===== config.mk =====
export PLATFORM = sky130hd
export DESIGN_NAME = perf_monitor_counters_top
export DESIGN_NICKNAME = d
export VERILOG_FILES = /design/src/perf_monitor_pkg.sv /design/src/perf_monitor_counters_top.sv
export SDC_FILE = /design/constraint.sdc
export NUM_CORES = 1
export LEC_CHECK = 0
export CELL_PAD_IN_SITES_DETAIL_PLACEMENT = 1
export CELL_PAD_IN_SITES_GLOBAL_PLACEMENT = 2
export CORE_ASPECT_RATIO = 1.25
export CORE_MARGIN = 10
export CORE_UTILIZATION = 39
export CTS_BUF_LIST = sky130_fd_sc_hd__clkbuf_2
export DETAILED_ROUTE_END_ITERATION = 8
export DONT_BUFFER_PORTS = 1
export HOLD_SLACK_MARGIN = 0.15
export PLACE_DENSITY = 0.81
export SYNTH_ARGS = -nofsm -noshare
export SYNTH_HDL_FRONTEND = slang
export SYNTH_SLANG_ARGS = --single-unit

===== constraint.sdc =====
create_clock -name SYS_CLK_IN -period 2.3 [get_ports SYS_CLK_IN]
set_clock_uncertainty 0.15 [all_clocks]
set_input_delay 0.115 -clock SYS_CLK_IN [delete_from_list [all_inputs] [get_ports SYS_CLK_IN]]
set_output_delay 0.115 -clock SYS_CLK_IN [all_outputs]
set_load 0.02 [all_outputs]

===== src/perf_monitor_pkg.sv =====
// Purpose: constants and types for the link counter snapshot bank
// Assumes: apb data 32 bits, one register per aligned word
// Notes: byte address of a register is four times its index
package perf_monitor_pkg;
    localparam int NUM_CNT = 9;
    // counter order: crc4, align bit, align pos, oof, prbs, lcv,
    // nt crc, far end block, nt far end block
    localparam int CNT_W [NUM_CNT] = '{10, 12, 3, 5, 16, 16, 10, 10, 10};
    localparam int CNT_CRC4 = 0;
    localparam int CNT_ALIGN_BIT = 1;
    localparam int CNT_ALIGN_POS = 2;
    localparam int CNT_OOF = 3;
    localparam int CNT_PRBS = 4;
    localparam int CNT_LCV = 5;
    localparam int CNT_NT_CRC = 6;
    localparam int CNT_FAR_END_BLOCK_ERR_COUNT = 7;
    localparam int CNT_NT_FAR_END_BLOCK_ERR_COUNT = 8;

    localparam logic [5:0] IDX_CRC4_LOW = 6'h00;
    localparam logic [5:0] IDX_CRC4_HIGH = 6'h01;
    localparam logic [5:0] IDX_ALIGN_BIT_LOW = 6'h02;
    localparam logic [5:0] IDX_ALIGN_BIT_HIGH = 6'h03;
    localparam logic [5:0] IDX_ALIGN_POS = 6'h04;
    localparam logic [5:0] IDX_OOF = 6'h05;
    localparam logic [5:0] IDX_PRBS_LOW = 6'h06;
    localparam logic [5:0] IDX_PRBS_HIGH = 6'h07;
    localparam logic [5:0] IDX_LCV_LOW = 6'h08;
    localparam logic [5:0] IDX_LCV_HIGH = 6'h09;
    localparam logic [5:0] IDX_NT_CRC_LOW = 6'h0a;
    localparam logic [5:0] IDX_NT_CRC_HIGH = 6'h0b;
    localparam logic [5:0] IDX_FAR_END_BLOCK_ERR_COUNT_LOW = 6'h0c;
    localparam logic [5:0] IDX_FAR_END_BLOCK_ERR_COUNT_HIGH = 6'h0d;
    localparam logic [5:0] IDX_NT_FAR_END_BLOCK_ERR_COUNT_LOW = 6'h0e;
    localparam logic [5:0] IDX_NT_FAR_END_BLOCK_ERR_COUNT_HIGH = 6'h0f;
    localparam logic [5:0] IDX_CTRL = 6'h10;

    // control register fields
    localparam int CTRL_AUTO_BIT = 0;
    localparam int CTRL_TRIG_BIT = 1;
    localparam int CTRL_HDB3_BIT = 2;
    localparam logic [2:0] CTRL_RESET = 3'h0;
    localparam logic [7:0] MAP_RESET = 8'h00;

    // one second auto snapshot period at 200 MHz
    localparam int SNAP_PERIOD_MS = 1000;
    localparam int CLK_FREQ_KHZ = 200000;
    localparam int SNAP_PERIOD_CYCLES = SNAP_PERIOD_MS * CLK_FREQ_KHZ;
    localparam int TICK_W = 28;

    typedef struct packed {
        logic crc4;
        logic align_bit;
        logic align_pos;
        logic out_of_frame_count;
        logic prbs;
        logic bpv;
        logic hdb3_cv;
        logic nt_crc;
        logic far_end_block_err_count;
        logic nt_far_end_block_err_count;
    } perf_monitor_evt_t;
endpackage : perf_monitor_pkg


===== src/perf_monitor_counters_top.sv =====
// Purpose: counter snapshot bank for one link, read over apb
// Assumes: event inputs are one-cycle pulses on SYS_CLK_IN
// Notes:
//
// Implementation choice: the APB interface to the registers.
`timescale 1ns/1ps
`default_nettype none
module perf_monitor_counters_top
    import perf_monitor_pkg::*;
#(
    parameter int SNAP_CYCLES = SNAP_PERIOD_CYCLES
)
(
    input wire logic SYS_CLK_IN,
    input wire logic RST_B_IN,
    input wire perf_monitor_evt_t EVENT_IN,
    input wire logic PSEL_IN,
    input wire logic PENABLE_IN,
    input wire logic PWRITE_IN,
    input wire logic [31:0] PADDR_IN,
    input wire logic [31:0] PWDATA_IN,
    input wire logic [3:0] PSTRB_IN,
    output logic PREADY_OUT,
    output logic [31:0] PRDATA_OUT,
    output logic PSLVERR_OUT
);
    localparam logic [TICK_W-1:0] TICK_LAST = TICK_W'(SNAP_CYCLES - 1);

    logic [2:0] ctrl;
    logic [2:0] next_ctrl;
    logic pready;
    logic next_pready;
    logic [31:0] prdata;
    logic [31:0] next_prdata;
    logic pslverr;
    logic next_pslverr;
    logic [TICK_W-1:0] tick_cnt;
    logic [TICK_W-1:0] next_tick_cnt;
    logic tick;
    logic next_tick;
    logic [15:0] cnt [NUM_CNT];
    logic [15:0] map_q [NUM_CNT];
    logic [NUM_CNT-1:0] ev;
    logic snap;
    logic setup;
    logic access;
    logic [5:0] idx;
    logic mapped;
    logic ctrl_wr;
    logic trig_rise;

    assign setup = PSEL_IN && !PENABLE_IN;
    assign access = PSEL_IN && PENABLE_IN && pready;
    assign idx = PADDR_IN[7:2];
    assign mapped = (PADDR_IN[31:8] == 24'h000000)
        && (PADDR_IN[1:0] == 2'h0) && (idx <= IDX_CTRL);
    // only the low byte lane carries control bits
    assign ctrl_wr = access && PWRITE_IN && mapped && (idx == IDX_CTRL)
        && PSTRB_IN[0];
    assign trig_rise = ctrl_wr && PWDATA_IN[CTRL_TRIG_BIT]
        && !ctrl[CTRL_TRIG_BIT];
    // one shared strobe keeps every register on the same instant
    assign snap = trig_rise || (ctrl[CTRL_AUTO_BIT] && tick);

    always_comb
    begin
        ev = '0;
        ev[CNT_CRC4] = EVENT_IN.crc4;
        ev[CNT_ALIGN_BIT] = EVENT_IN.align_bit;
        ev[CNT_ALIGN_POS] = EVENT_IN.align_pos;
        ev[CNT_OOF] = EVENT_IN.out_of_frame_count;
        ev[CNT_PRBS] = EVENT_IN.prbs;
        // decode mode picks which violation kind is counted
        ev[CNT_LCV] = ctrl[CTRL_HDB3_BIT] ? EVENT_IN.hdb3_cv
            : EVENT_IN.bpv;
        ev[CNT_NT_CRC] = EVENT_IN.nt_crc;
        ev[CNT_FAR_END_BLOCK_ERR_COUNT] = EVENT_IN.far_end_block_err_count;
        ev[CNT_NT_FAR_END_BLOCK_ERR_COUNT] = EVENT_IN.nt_far_end_block_err_count;
    end

    // one second divider, free running so the phase never drifts
    always_comb
    begin
        next_tick = (tick_cnt == TICK_LAST);
        next_tick_cnt = next_tick ? '0 : tick_cnt + 1'b1;
    end

    always_ff @(posedge SYS_CLK_IN or negedge RST_B_IN)
    begin
        if (!RST_B_IN)
        begin
            tick_cnt <= '0;
            tick <= 1'b0;
        end
        else
        begin
            tick_cnt <= next_tick_cnt;
            tick <= next_tick;
        end
    end

    genvar gi;
    generate
        for (gi = 0; gi < NUM_CNT; gi++)
        begin : g_cnt
            localparam logic [15:0] CMAX = 16'((1 << CNT_W[gi]) - 1);
            logic [15:0] next_cnt;
            logic [15:0] next_map;
            always_comb
            begin
                next_cnt = cnt[gi];
                next_map = map_q[gi];
                if (snap)
                begin
                    // the event of the snapshot cycle opens the new period
                    next_map = cnt[gi];
                    next_cnt = {15'h0000, ev[gi]};
                end
                else if (ev[gi] && (cnt[gi] != CMAX))
                begin
                    // saturate rather than wrap so overflow stays visible
                    next_cnt = cnt[gi] + 16'h0001;
                end
            end
            always_ff @(posedge SYS_CLK_IN or negedge RST_B_IN)
            begin
                if (!RST_B_IN)
                begin
                    cnt[gi] <= 16'h0000;
                    map_q[gi] <= 16'h0000;
                end
                else
                begin
                    cnt[gi] <= next_cnt;
                    map_q[gi] <= next_map;
                end
            end
        end
    endgenerate

    function automatic logic [7:0] rd_byte(input logic [5:0] a);
        logic [7:0] b;
        b = MAP_RESET;
        if (a == IDX_CRC4_LOW)
            b = map_q[CNT_CRC4][7:0];
        else if (a == IDX_CRC4_HIGH)
            b = {2'h0, map_q[CNT_CRC4][9:8], 4'h0};
        else if (a == IDX_ALIGN_BIT_LOW)
            b = map_q[CNT_ALIGN_BIT][7:0];
        else if (a == IDX_ALIGN_BIT_HIGH)
            b = {4'h0, map_q[CNT_ALIGN_BIT][11:8]};
        else if (a == IDX_ALIGN_POS)
            b = {5'h00, map_q[CNT_ALIGN_POS][2:0]};
        else if (a == IDX_OOF)
            b = {3'h0, map_q[CNT_OOF][4:0]};
        else if (a == IDX_PRBS_LOW)
            b = map_q[CNT_PRBS][7:0];
        else if (a == IDX_PRBS_HIGH)
            b = map_q[CNT_PRBS][15:8];
        else if (a == IDX_LCV_LOW)
            b = map_q[CNT_LCV][7:0];
        else if (a == IDX_LCV_HIGH)
            b = map_q[CNT_LCV][15:8];
        else if (a == IDX_NT_CRC_LOW)
            b = map_q[CNT_NT_CRC][7:0];
        else if (a == IDX_NT_CRC_HIGH)
            b = {2'h0, map_q[CNT_NT_CRC][9:8], 4'h0};
        else if (a == IDX_FAR_END_BLOCK_ERR_COUNT_LOW)
            b = map_q[CNT_FAR_END_BLOCK_ERR_COUNT][7:0];
        else if (a == IDX_FAR_END_BLOCK_ERR_COUNT_HIGH)
            b = {2'h0, map_q[CNT_FAR_END_BLOCK_ERR_COUNT][9:8], 4'h0};
        else if (a == IDX_NT_FAR_END_BLOCK_ERR_COUNT_LOW)
            b = map_q[CNT_NT_FAR_END_BLOCK_ERR_COUNT][7:0];
        else if (a == IDX_NT_FAR_END_BLOCK_ERR_COUNT_HIGH)
            b = {2'h0, map_q[CNT_NT_FAR_END_BLOCK_ERR_COUNT][9:8], 4'h0};
        else if (a == IDX_CTRL)
            b = {5'h00, ctrl};
        return b;
    endfunction : rd_byte

    // answer is prepared in setup, so every access has zero wait states
    always_comb
    begin
        next_pready = setup;
        next_prdata = 32'h00000000;
        next_pslverr = 1'b0;
        next_ctrl = ctrl;
        if (setup)
        begin
            next_pslverr = !mapped;
            if (!PWRITE_IN && mapped)
                next_prdata = {24'h000000, rd_byte(idx)};
        end
        if (ctrl_wr)
            next_ctrl = PWDATA_IN[2:0];
    end

    always_ff @(posedge SYS_CLK_IN or negedge RST_B_IN)
    begin
        if (!RST_B_IN)
        begin
            ctrl <= CTRL_RESET;
            pready <= 1'b0;
            prdata <= 32'h00000000;
            pslverr <= 1'b0;
        end
        else
        begin
            ctrl <= next_ctrl;
            pready <= next_pready;
            prdata <= next_prdata;
            pslverr <= next_pslverr;
        end
    end

    assign PREADY_OUT = pready;
    assign PRDATA_OUT = prdata;
    assign PSLVERR_OUT = pslverr;
endmodule : perf_monitor_counters_top
`default_nettype wire


==> results.toml <==
[min_path]
hp-class = "in -> async"

[worst_setup_path]
path_depth = 7
crit_family = "buffers and inverters"
cp_common_cell = "buf_12"
r2r-start = "PREADY_OUT$_DFF_PN0_"
critPathMaxFanout = 17
cp_data_arrival_time_ps = 3030
reg2reg_to = "map_q[81]$_DFFE_PN0N_"
crit_chain = "and4_1 -> nand4_1 -> o41ai_4 -> buf_12 -> buf_12 -> buf_16 -> mux2_2"
cp-start-kind = "flop"
cp.required_ps = 2950
slowest_stage = "o41ai_4"
cp_slowest_stage_delay_ps = 470
worstPathBufferInverterCount = 3
setup.worst_path.end_class = "flop"
worstSetupPathType = "reg -> reg"
ff2ff_path_depth = 7
r2r_slack_ps = -80

[clock_tree]
cts_max_level = 3
cts_tree = "done"
cts_inserted_buffers = 75
clk_transition_reported_paths_ps = 130
clock_latency_ps = 930
cts_root_buffer = "clkbuf_2"
clock_path_buffers = 3
cts.sinks = 278

[sta]
finalHoldViolations = 278
holdWs_ps = -1290
rsz0062_at_grt = "yes"
timing.final.crit_period_ps = 2380
finalMaxSlewViolations = 0
fmax_mhz = 419
fin_ws_ps = -84.8
tightest_slew_ps = 931
setup_viol = 71
slew_headroom_pct = 37.9
finalCritPeriodShare_pct = 104
fin_tns_setup_ps = -2580

[synth]
syn_area_per_cell_um2 = 10.3
synth_area_mm2 = 0.0142
synth.distinct_cells = 66
ys_ff_latch = 278
synth_edf_count = 0
synthCells = 1370
yosys_warnings = 0
synth_ff_type = "dfrtp_1"
ys_async_sr_fraction_pct = 100
ys_seq_area_share_pct = 49.1

[floorplan]
die_x_um = 190
die_h_um = 233
pin_count = 117
start_util_pct = 39.2
coreArea_mm2 = 0.0361
num_rows = 78
dieArea_mm2 = 0.0444

[power]
leakage_nw = 7.86
switching_share_pct = 32.9
power_density_mw_per_mm2 = 666
power.share.sequential_pct = 52.4
clock_power_share_pct = 32.4
pwr-share-comb_pct = 15.2
p_total_mw = 11.5
internal-power_mw = 7.73
power.switching_mw = 3.78
ir_drop_v = 0.000291

[finish]
final_util_pct = 47.9
nFillCells = 4029
final_area_mm2 = 0.0173
final_cell_count_no_fill = 2106
syn2layout_area_growth_pct = 22.1
post_route_cells_drive_above_1_share_pct = 22.0
nets = 1662

[job]
maxCapViolCount = 0

[grt]
grt_first_pass_wirelength_um = 65000
grt_overflow = 0
grt_max_degree = 279
antenna_found_initial = 2
track_usage_pct = 18.0
grt_pass1_vias = 12300

[placement]
port_buffers = 0
place_area_mm2 = 0.0151
dp_slack_ps = -19.5
dp.cells = 1866
place_congestion = 0.813
dpl.hpwl_um = 24900

[route]
routedWlPerCell_um = 19.4
drt-total-wl_um = 40900
viasPerCell = 5.39
firstDrtPassIters = 4
drt-initial-drc-count = 535
drcViolationCount = 0
antenna_left = 0
vias = 11300

[status]
status = "complete, but fails checks"
violations = "negative hold slack, negative setup slack"
[worst reg2reg max path, cell delays in order, from the launching register on]
cell and delay (ps):
dfrtp_1 380, and4_1 200, nand4_1 180, o41ai_4 470, buf_12 200, buf_12 160
buf_16 170, mux2_2 340
[power by group through the flow]
stage                     sequential [mW]  combinational, mW  clock (mW)
final                                6.04               1.75        3.73
after global placement               6.08               1.43           0
after CTS                            6.01               1.70        3.88
after floorplan                      5.92               1.11           0
after detailed placement             6.10               1.52           0
after global routing                 6.13               1.99        4.18
[logic make-up after synthesis]
family	share of synthesized area, %
adders and majority gates	0.883
buffers and inverters	3.66
other	0.0265
and+or+nand+nor	21.3
xor gates and xnor gates	7.91
AOI/OAI and AO/OA	7.65
muxes	9.53
DFF	49.1
[per-layer routing]
layer / global-route usage, % / share of wire (%) / vias up
met5: 0 / 0 / -
met4: 8.65 / 3.5 / 0
met3: 3.19 / 3.8 / 97
met2: 31.6 / 52 / 221
met1: 20.7 / 41 / 5690
li1: - / - / 5335
[layout by cell type, fill, tap and decap left out, types with 24 or more instances in the layout]
| master | netlist | final |
|---|---|---|
| xor2_1 | 86 | 86 |
| buf_4 | 26 | 78 |
| o21ai_0 | 46 | 42 |
| clkbuf_2 | 0 | 104 |
| nand2_1 | 75 | 73 |
| mux2_4 | 0 | 36 |
| nand3_1 | 83 | 83 |
| a21oi_1 | 38 | 38 |
| xnor2_1 | 42 | 42 |
| and3_1 | 33 | 33 |
| dlygate4sd3_1 | 0 | 76 |
| dfrtp_1 | 278 | 278 |
| conb_1 | 1 | 24 |
| nor3_1 | 36 | 36 |
| nor2_1 | 155 | 142 |
| mux2_2 | 97 | 61 |
| nand4_1 | 50 | 50 |
[sequential cells by signal, summed over array words and instances, names as in the netlist]
name	flops
PSLVERR_OUT	1
PRDATA_OUT	8
ctrl	3
tick_cnt	28
map_q	92
PREADY_OUT	1
cnt	144
tick	1
[area by class of cell]
class	count	area (um2)	share of cell area, %
inverters	21	78.8	0.456
clock buffers	104	520	3.01
diodes	2	5.00	0.0289
clock inverters	28	186	1.08
flip-flops and latches	278	6960	40.2
well taps	480	601	3.47
repair buffers	181	1870	10.8
multi-input cells	1012	7080	40.9
[timing repair]
| item | 4_1_cts | 5_1_grt |
|---|---|---|
| cloned | 0 | 6 |
| buffers inserted | 1 | 19 |
| resized for setup | 1 | 96 |
| endpoints found under the hold margin | 527 | 284 |
| hold buffers | 77 | 3 |
| pin swaps | 0 | 15 |
| endpoints found under the setup margin | 7 | 138 |
[synthesized netlist by cell type, types with 12 or more instances]
cell / instances / area (um2)
buf_4: 26 / 195
nor3b_1: 12 / 90.1
xor2_1: 86 / 753
nor3_1: 36 / 180
and4_1: 21 / 184
nand4_1: 50 / 313
o21ai_0: 46 / 230
a21oi_1: 38 / 190
dfrtp_1: 278 / 6960
and3_1: 33 / 206
nand2_1: 75 / 282
nor4_1: 18 / 113
clkbuf_1: 26 / 97.6
mux2_2: 97 / 1090
xnor2_1: 42 / 368
nand3_1: 83 / 415
nor2_1: 155 / 582
o211ai_1: 13 / 97.6
inv_1: 21 / 78.8
buf_2: 28 / 140
mux2i_1: 19 / 190
or3_1: 19 / 119
[how the worst max path moves through the flow]
stage | start | end | slack (ps)
2_1_floorplan | tick_cnt[20]$_DFF_PN0_ | tick_cnt[16]$_DFF_PN0_ | 9
3_3_place_gp | cnt[141]$_DFFE_PN0P_ | cnt[138]$_DFFE_PN0P_ | 30
3_5_place_dp | cnt[141]$_DFFE_PN0P_ | cnt[128]$_DFFE_PN0P_ | -20
4_1_cts | cnt[13]$_DFFE_PN0P_ | cnt[0]$_DFFE_PN0P_ | 20
5_1_grt | PADDR_IN[18] | PRDATA_OUT[3]$_DFF_PN0_ | -170
6_report | PREADY_OUT$_DFF_PN0_ | map_q[81]$_DFFE_PN0N_ | -80
(Power assumes the default switching activity.)
